[src/logic/download_request_consts.vh]
`ifndef DOWNLOAD_REQUEST_CONSTS_VH
`define DOWNLOAD_REQUEST_CONSTS_VH
// Register byte addresses.
`define DLR_CCS_ADDR 12'h000
`define DLR_PCS_ADDR 12'h004
`define DLR_ECS_ADDR 12'h008
`define DLR_KEY_ADDR 12'h00C
`define DLR_TDAR_ADDR 12'h010
`define DLR_EMU_CTRL_ADDR 12'h014
`define DLR_COPIED_ADDR 12'h018
// Field positions.
`define DLR_REQ_BIT 0
`define DLR_ERR_BIT 4
`define DLR_RSV1_BIT 7
`define DLR_SEL_BIT 0
`define DLR_EMU_SEL_BIT 3
// Reset values and key.
`define DLR_CCS_RESET 8'h80
`define DLR_KEY_RESET 8'h00
`define DLR_KEY_DOWNLOAD 8'hA5
`define DLR_TDAR_RESET 8'h00
// Words in each built-in routine.
`define DLR_ROUTINE_WORDS 16
`endif

[src/logic/download_request.v]
// The address map and the AHB-Lite slave port are this design's own decisions.
`timescale 1ns/1ps
`default_nettype none
`include "download_request_consts.vh"
module download_request #(
   parameter WORDS = `DLR_ROUTINE_WORDS,
   parameter AW = 16
) (
   input wire clk,
   input wire rst_n,
   input wire hsel,
   input wire [11:0] haddr,
   input wire [1:0] htrans,
   input wire hwrite,
   input wire [2:0] hsize,
   input wire [31:0] hwdata,
   input wire hready,
   output reg [31:0] hrdata,
   output wire hreadyout,
   output wire hresp,
   input wire fetch_from_ram,
   output wire ram_we,
   output wire [AW-1:0] ram_addr,
   output wire [31:0] ram_wdata,
   output wire copy_busy
);
   // ---------------------------------------------------------------
   // Bus slave
   // ---------------------------------------------------------------
   // Register selects produced by the address decoder.
   localparam [2:0] SEL_NONE = 3'h0;
   localparam [2:0] SEL_CTRL = 3'h1;
   localparam [2:0] SEL_PROG = 3'h2;
   localparam [2:0] SEL_ERASE = 3'h3;
   localparam [2:0] SEL_KEY = 3'h4;
   localparam [2:0] SEL_TARGET = 3'h5;
   localparam [2:0] SEL_EMU = 3'h6;
   localparam [2:0] SEL_COUNT = 3'h7;
   reg wr_pend_r;
   reg [11:0] addr_r;
   reg req_r;
   reg req_nxt;
   reg prog_sel_r;
   reg prog_sel_nxt;
   reg erase_sel_r;
   reg erase_sel_nxt;
   reg [7:0] key_r;
   reg [7:0] key_nxt;
   reg [7:0] tdar_r;
   reg [7:0] tdar_nxt;
   reg emu_sel_r;
   reg emu_sel_nxt;
   reg [15:0] copied_r;
   reg [15:0] copied_nxt;
   reg [31:0] rd_word;
   wire [2:0] wr_sel;
   wire [2:0] rd_sel;
   wire rd_take;
   wire key_ok;
   wire fetch_ok;
   wire emu_off;
   wire req_ok;
   wire done;
   wire busy;
   wire we;
   wire start;

   // One decoder serves the write path and the read path, so the two can
   // never disagree about which register an address reaches.
   function [2:0] reg_select;
      input [11:0] a;
      begin
         if (a == `DLR_CCS_ADDR)
            reg_select = SEL_CTRL;
         else if (a == `DLR_PCS_ADDR)
            reg_select = SEL_PROG;
         else if (a == `DLR_ECS_ADDR)
            reg_select = SEL_ERASE;
         else if (a == `DLR_KEY_ADDR)
            reg_select = SEL_KEY;
         else if (a == `DLR_TDAR_ADDR)
            reg_select = SEL_TARGET;
         else if (a == `DLR_EMU_CTRL_ADDR)
            reg_select = SEL_EMU;
         else if (a == `DLR_COPIED_ADDR)
            reg_select = SEL_COUNT;
         else
            reg_select = SEL_NONE;
      end
   endfunction

   // Stalling writes (not reads) while a copy runs keeps the four no-operation window safe.
   assign hreadyout = !(wr_pend_r && busy);
   assign hresp = 1'b0;
   assign we = wr_pend_r && !busy;
   assign start = req_r && !busy;

   always @(posedge clk) begin
      if (!rst_n) begin
         wr_pend_r <= 1'b0;
         addr_r <= 12'h000;
      end else if (hreadyout) begin
         wr_pend_r <= hsel && hready && htrans[1] && hwrite;
         addr_r <= haddr;
      end
   end

   // ---------------------------------------------------------------
   // Registers and request control
   // ---------------------------------------------------------------
   assign wr_sel = reg_select(addr_r);
   assign rd_sel = reg_select(haddr);
   assign rd_take = hsel && hready && htrans[1] && !hwrite;
   assign key_ok = (key_r == `DLR_KEY_DOWNLOAD);
   assign fetch_ok = fetch_from_ram;
   assign emu_off = !emu_sel_r;
   assign req_ok = key_ok && fetch_ok && emu_off;

   // Hardware clears come first and a software write last, so a write that
   // lands in the cycle of a clear is not lost.
   always @* begin
      req_nxt = req_r;
      prog_sel_nxt = prog_sel_r;
      erase_sel_nxt = erase_sel_r;
      key_nxt = key_r;
      tdar_nxt = tdar_r;
      emu_sel_nxt = emu_sel_r;
      copied_nxt = copied_r;
      if (start)
         req_nxt = 1'b0;
      if (done) begin
         prog_sel_nxt = 1'b0;
         erase_sel_nxt = 1'b0;
         copied_nxt = copied_r + 16'h0001;
      end
      if (we) begin
         if (wr_sel == SEL_CTRL) begin
            // A write that fails any condition is dropped.
            if (hwdata[`DLR_REQ_BIT] && req_ok)
               req_nxt = 1'b1;
         end else if (wr_sel == SEL_PROG) begin
            prog_sel_nxt = hwdata[`DLR_SEL_BIT];
         end else if (wr_sel == SEL_ERASE) begin
            erase_sel_nxt = hwdata[`DLR_SEL_BIT];
         end else if (wr_sel == SEL_KEY) begin
            key_nxt = hwdata[7:0];
         end else if (wr_sel == SEL_TARGET) begin
            tdar_nxt = hwdata[7:0];
         end else if (wr_sel == SEL_EMU) begin
            emu_sel_nxt = hwdata[`DLR_EMU_SEL_BIT];
         end
      end
   end

   always @(posedge clk) begin
      if (!rst_n) begin
         req_r <= 1'b0;
         prog_sel_r <= 1'b0;
         erase_sel_r <= 1'b0;
         key_r <= `DLR_KEY_RESET;
         tdar_r <= `DLR_TDAR_RESET;
         emu_sel_r <= 1'b0;
         copied_r <= 16'h0000;
      end else begin
         req_r <= req_nxt;
         prog_sel_r <= prog_sel_nxt;
         erase_sel_r <= erase_sel_nxt;
         key_r <= key_nxt;
         tdar_r <= tdar_nxt;
         emu_sel_r <= emu_sel_nxt;
         copied_r <= copied_nxt;
      end
   end

   // ---------------------------------------------------------------
   // Read data
   // ---------------------------------------------------------------
   // The read word is taken from the next-state values: a read whose
   // address phase meets the data phase of a write sees what that write
   // leaves behind, not the stale value. The request bit reads 0.
   always @* begin
      rd_word = 32'h00000000;
      if (rd_sel == SEL_CTRL)
         rd_word = {24'h000000, `DLR_CCS_RESET};
      else if (rd_sel == SEL_PROG)
         rd_word = {31'h0000000, prog_sel_nxt};
      else if (rd_sel == SEL_ERASE)
         rd_word = {31'h0000000, erase_sel_nxt};
      else if (rd_sel == SEL_KEY)
         rd_word = {24'h000000, key_nxt};
      else if (rd_sel == SEL_TARGET)
         rd_word = {24'h000000, tdar_nxt};
      else if (rd_sel == SEL_EMU)
         rd_word = {28'h0000000, emu_sel_nxt, 3'h0};
      else if (rd_sel == SEL_COUNT)
         rd_word = {16'h0000, copied_nxt};
   end

   // Read data is registered at the address phase and stands through the
   // data phase; any other accepted cycle returns zero.
   always @(posedge clk) begin
      if (!rst_n)
         hrdata <= 32'h00000000;
      else if (hreadyout)
         hrdata <= rd_take ? rd_word : 32'h00000000;
   end

   // ---------------------------------------------------------------
   // Copy engine
   // ---------------------------------------------------------------
   routine_copier #(.WORDS(WORDS), .AW(AW)) copier (
      .clk(clk),
      .rst_n(rst_n),
      .start(start),
      .sel_erase(erase_sel_r && !prog_sel_r),
      .base_addr({tdar_r, {(AW-8){1'b0}}}),
      .ram_we(ram_we),
      .ram_addr(ram_addr),
      .ram_wdata(ram_wdata),
      .busy(busy),
      .done(done)
   );
   assign copy_busy = busy;
endmodule // download_request
`default_nettype wire

[src/logic/routine_copier.v]
`timescale 1ns/1ps
`default_nettype none
// Copies a built-in routine, one word per cycle, into on-chip RAM.
module routine_copier #(
   parameter WORDS = 16,
   parameter AW = 16
) (
   input wire clk,
   input wire rst_n,
   input wire start,
   input wire sel_erase,
   input wire [AW-1:0] base_addr,
   output reg ram_we,
   output reg [AW-1:0] ram_addr,
   output reg [31:0] ram_wdata,
   output wire busy,
   output reg done
);
   reg [7:0] cnt_r;
   reg run_r;
   reg erase_r;
   reg [AW-1:0] base_r;
   assign busy = run_r;

   // Stand-in contents: the routine body would be a ROM in a real chip.
   function [31:0] rom_word;
      input er;
      input [7:0] idx;
      begin
         rom_word = {er ? 8'hE0 : 8'hD0, 16'h0000, idx};
      end
   endfunction

   always @(posedge clk) begin
      if (!rst_n) begin
         cnt_r <= 8'h00;
         run_r <= 1'b0;
         erase_r <= 1'b0;
         base_r <= {AW{1'b0}};
         ram_we <= 1'b0;
         ram_addr <= {AW{1'b0}};
         ram_wdata <= 32'h00000000;
         done <= 1'b0;
      end else begin
         done <= 1'b0;
         ram_we <= 1'b0;
         if (start && !run_r) begin
            run_r <= 1'b1;
            erase_r <= sel_erase;
            base_r <= base_addr;
            cnt_r <= 8'h00;
         end else if (run_r) begin
            ram_we <= 1'b1;
            ram_addr <= base_r + {{(AW-8){1'b0}}, cnt_r};
            ram_wdata <= rom_word(erase_r, cnt_r);
            if (cnt_r == WORDS - 1) begin
               run_r <= 1'b0;
               done <= 1'b1;
            end
            cnt_r <= cnt_r + 8'h01;
         end
      end
   end
endmodule // routine_copier
`default_nettype wire

[config.mk]
export PLATFORM = sky130hd
export DESIGN_NAME = download_request
export DESIGN_NICKNAME = d
export VERILOG_FILES = /design/src/logic/download_request.v /design/src/logic/routine_copier.v
export VERILOG_INCLUDE_DIRS = /design/src /design/src/logic
export SDC_FILE = /design/constraint.sdc
export NUM_CORES = 1
export LEC_CHECK = 0
export ABC_AREA = 1
export BUFFER_PORTS_ARGS = -buffer_cell sky130_fd_sc_hd__clkbuf_2
export CAP_MARGIN = 20
export CORE_MARGIN = 10
export CORE_UTILIZATION = 30
export DETAILED_ROUTE_END_ITERATION = 12
export PLACE_DENSITY = 0.6
export SLEW_MARGIN = 5
export SYNTH_ARGS = -nofsm -noshare
export SYNTH_HDL_FRONTEND = slang
export SYNTH_SLANG_ARGS = --single-unit
[constraint.sdc]
create_clock -name clk -period 3.9 [get_ports clk]
set_input_delay 0.78 -clock clk [delete_from_list [all_inputs] [get_ports clk]]
set_output_delay 0.78 -clock clk [all_outputs]
set_load 0.05 [all_outputs]
After elaboration in Yosys (flattened, before gate mapping)
Index checks and enable logic that the tools add are counted.
{"block": "word_totals", "input_bits": 55, "out_inout_bits": 84, "reg_bits": 133}
{"block": "op_classes", "eq_ne": 27, "n_bitwise": 3, "n_reduce_logical": 22, "addsub": 3, "muxes": 60}
{"operator": "16-bit 2-to-1 mux", "count": 8}
{"operator": "8-bit 2-to-1 mux", "count": 11}
{"operator": "12-bit by 5-bit == test with 1-bit output (second input constant)", "count": 6}
{"operator": "12-bit by 4-bit == test with 1-bit output (second input constant)", "count": 4}
{"operator": "3-bit 2-to-1 mux", "count": 14}
{"operator": "32-bit 2-to-1 mux", "count": 1}
{"operator": "1-bit 2-to-1 mux", "count": 25}
{"operator": "12-bit by 3-bit == test with 1-bit output (second input constant)", "count": 2}
{"operator": "12-bit zero test", "count": 2}
{"operator": "3-bit == test (second input constant)", "count": 7}
{"operator": "16-bit by 1-bit adder with 16-bit output (second input constant)", "count": 1}
{"operator": "16-bit by 8-bit adder with 16-bit output", "count": 1}
{"operator": "3-bit by 2-bit == test with 1-bit output (second input constant)", "count": 4}
{"operator": "1-bit logical AND", "count": 12}
{"operator": "8-bit by 1-bit adder with 8-bit output (second input constant)", "count": 1}
{"operator": "8-bit by 4-bit == test with 1-bit output (second input constant)", "count": 1}
{"operator": "8-bit == test (second input constant)", "count": 1}
{"operator": "3-bit by 1-bit == test with 1-bit output (second input constant)", "count": 2}
{"operator": "6-bit 2-to-1 mux", "count": 1}
{"operator": "1-bit zero test", "count": 5}
{"operator": "1-bit inverter", "count": 3}
{"operator": "3-bit OR reduction", "count": 1}
{"operator": "2-bit AND reduction", "count": 1}
{"operator": "2-bit OR reduction", "count": 1}

Longest topological paths before layout
{"block": "depth", "ltp_word": 23, "depth_mapped": 13, "mapped_depth_nobuf": 13}

Modules after synthesis
A second synthesis with hierarchy kept.
{"block": "hier_totals", "cells_unflattened": 941, "area_unflattened_um2": 6416.2}
{"module": "download_request", "instances": 1, "seq_area_each_um2": 1301.2, "area_per_inst_um2": 3580.9, "cells_each": 533}
{"module": "routine_copier", "instances": 1, "seq_area_each_um2": 1101.1, "area_per_inst_um2": 2835.2, "cells_each": 408}

Least setup slack after synthesis
No wires, ideal clock.
{"block": "synth_timing", "path_type": "reg-to-output", "from": "register copier.run_r, in the netlist copier.busy", "to": "output hreadyout", "setup_slack_ns": 1.723, "t_required_ns": 3.120, "arrival_time_ns": 1.397, "stages_incl_launch_ff": 4, "cell_sequence": "dfxtp_1 > buf_6 > nand2_8 > clkbuf_1"}
{"block": "synth_via", "elab_chain_len": 2}
{"item": "start, declared", "line_no": "routine_copier.v:20", "rtl": "reg run_r;"}
{"item": "start signal, assigned", "line_no": "routine_copier.v:37", "rtl": "run_r <= 1'b0;"}
{"item": "start signal, assigned", "line_no": "routine_copier.v:48", "rtl": "run_r <= 1'b1;"}
{"item": "start signal, assigned", "line_no": "routine_copier.v:57", "rtl": "run_r <= 1'b0;"}
{"item": "1-bit logical AND", "line_no": "download_request.v:93", "rtl": "assign hreadyout = !(wr_pend_r && busy);"}
{"item": "1-bit zero test", "line_no": "download_request.v:93"}
{"item": "end, declared", "line_no": "download_request.v:19", "rtl": "output wire hreadyout,"}
No other way between the ends.

Worst setup path after layout
{"block": "layout_timing", "from": "register copier.run_r, in the netlist copier.busy", "to": "output copy_busy"}
{"item": "end, declared", "line_no": "download_request.v:25", "rtl": "output wire copy_busy"}
No word-level cell between the ends.

==> reports/metrics.cfg <==
[outcome]
outcome=finished clean

[sta]
hold_viol=0
clock_skew_ns=0.00607
hold_ws_ns=0.460
final.setup.tns_ns=0
finalWorstPathRequiredPeriod_ns=2.64
drv_slew=0
period_share_pct=67.6
timing.final.ws_setup_ns=1.26
worst_slew_pin_slew_ns=0.841
relSlewSlack_pct=43.9
setup_viol=0
max_freq_ghz=0.379
rsz0062_at_grt=false

[placed_design]
gp_congestion=0.860
post-place-ws_ns=1.42
hpwl_microns=9710
placed_area_sq_um=5480
dp.cells=976
portBuffers=73

[cts]
cts_max_path_buffers=2
cts_sinks=104
cts_max_level=3
cts_hold_buf=0
postCtsResizedCells=0
root_buffer=clkbuf_16
cts_made_buffers=9
clk_latency_ns=0.34
cts_tree=built
clkTransAtPathRegs_ns=0.07
cts_setup_buffers=0

[floorplan]
coreArea_sq_um=16700
die-height_microns=151
rows=47
io_pins=139
fp.dieW_microns=151
dieArea_sq_um=22800
start_util_pct=30.8

[global_routing]
antenna_found_initial=0
grt_pass1_vias=4185
grt_first_pass_wirelength_microns=20600
globalRoute.totalOverflow=0
grt_max_degree=53
grt_use_total_pct=11.2

[synth]
synth_edf_count=0
synth_warnings=0
synth_area_leaders=dfxtp_1 40%, nand2_1 10%, buf_4 6.9%
post_synth_num_cell_types=46
async_flop_share_pct=0
netlist_instances=713
syn_avg_cell_area_sq_um=7.22
netlist.area_leader.share_pct=40.4
synth_commonest_cells=138 x nand2_1, 104 x dfxtp_1, 78 x inv_1, 76 x nor2_1, 55 x a21oi_1
syn_area_sq_um=5150
synth-main-ff-cell=dfxtp_1
yosys.area.top_type=dfxtp_1
yosysSeqAreaShare_pct=40.4
synth_most_common_cell=nand2_1
ys_seq_elements=104

[worst_setup_path]
slowest_delay_ns=0.87
worstPathArrival_ns=1.86
r2r_end=hrdata[0]$_SDFFE_PN0N_
cp-end-kind=output pin
critPathKind=reg2out
path_max_fanout=21
setup.worst_path.end=copy_busy
startpoint_type=flip-flop
cp_slowest_cell=dfxtp_1
required_ns=3.12
cp-startpoint=copier.busy$_SDFF_PN0_
r2r_start=copier.busy$_SDFF_PN0_
reg2reg_depth=11
crit_chain=buf_4 > clkbuf_2
rrSetupSlack_ns=1.54

[detailed_routing]
drcViolationCount=0
viasPerCell=4.34
routed_wl_microns=12600
drt_iter0_drc=206
vias=4306
firstDrtPassIters=5
wl_per_cell_microns=12.7
ant_nets=0

[cells_and_area]
area_growth_pct=12.4
utilization_pct=34.6
finalNetCount=824
drive_gt1_share_pct=18.3
fin_cells=992
fillers=1877
final_area_sq_um=5790
n_antenna_cell=0

[power]
power_density_nw_per_um2=375
p_leak_nw=2.54
total_power_mw=2.17
peakVddDrop_mv=0.246

[flow_run]
drv_cap=0

[worst_hold_path]
min_path_type=reg2reg

-- power by group --
group          leakage, nW  switching (mW)  total (mW)  internal, mW
combinational         1.55           0.146       0.176        0.0301
sequential           0.841         0.00632        1.08          1.07
clock                0.148           0.411       0.916         0.506
-- registers in the layout (all words and copies together) (netlist names) --
name and cells:
copier.busy 1, wr_pend_r 1, hrdata 16, req_r 1, copied_r 16, tdar_r 8, copier.base_r 8, prog_sel_r 1
copier.ram_we 1, addr_r 12, key_r 8, copier.ram_addr 16, copier.erase_r 1, copier.ram_wdata 3, copier.done 1, copier.cnt_r 8
erase_sel_r 1, emu_sel_r 1
-- routing by layer --
layer | global-route usage, % | vias up | part of all wire (%)
met2 | 19.3 | 84 | 48
met4 | 2.79 | 0 | 1.3
met1 | 13.5 | 1902 | 45
met5 | 0 | - | 0
met3 | 2.86 | 15 | 5.6
li1 | - | 2305 | -
-- cells by family after synthesis --
logic type | synth area share [%]
multiplexers | 0.194
adder cells (fa/ha/maj) | 0.486
AO/OA/AOI/OAI | 13.1
other | 0.0729
AND/OR/NAND/NOR | 27.6
XOR/XNOR | 2.21
flip-flops | 40.4
buffers and inverters | 15.9
-- worst min path at each step --
stage / from / to / depth (start not counted)
CTS: prog_sel_r$_SDFF_PN0_ / copier.erase_r$_SDFFE_PN0P_ / 1
detailed placement: req_r$_SDFF_PN0_ / req_r$_SDFF_PN0_ / 2
global placement: req_r$_SDFF_PN0_ / req_r$_SDFF_PN0_ / 2
floorplan: prog_sel_r$_SDFF_PN0_ / copier.erase_r$_SDFFE_PN0P_ / 1
global route: copier.ram_wdata[30]$_SDFFE_PN0P_ / copier.ram_wdata[30]$_SDFFE_PN0P_ / 2
finish: prog_sel_r$_SDFF_PN0_ / copier.erase_r$_SDFFE_PN0P_ / 1
-- placed cells by master (no fill, tap or decap), types with 3 or more instances in the layout --
cell type  count
nand3_1       35
nand4_1        7
conb_1        37
clkbuf_2      73
inv_2         14
inv_1         78
a21oi_1       55
nor3_1         9
o22ai_1        8
xor2_1         7
o21ai_1       14
nor2_1        76
dfxtp_1      104
nor3_2         3
nand2_2        9
nor4_1         3
xnor2_1        6
o31ai_1        3
o21ai_0       39
nand2_1      138
nor2_4         7
clkbuf_16      9
-- area by class of cell --
cell class | count | area, sq um | share of cell area, %
inverter | 95 | 362 | 6.25
clock buffer | 9 | 225 | 3.89
sequential | 104 | 2080 | 36.0
multi-input combinational | 482 | 2380 | 41.2
timing repair buffer | 75 | 380 | 6.57
clock inverter | 7 | 80.1 | 1.38
tap | 220 | 275 | 4.76
-- worst max-delay path: cells and delay by family, from the launching register on --
family,cells,cell delay (ns)
flip-flops,1,0.87
buffers and inverters,2,0.64
Note: power is estimated with default switching activity, not from simulation.
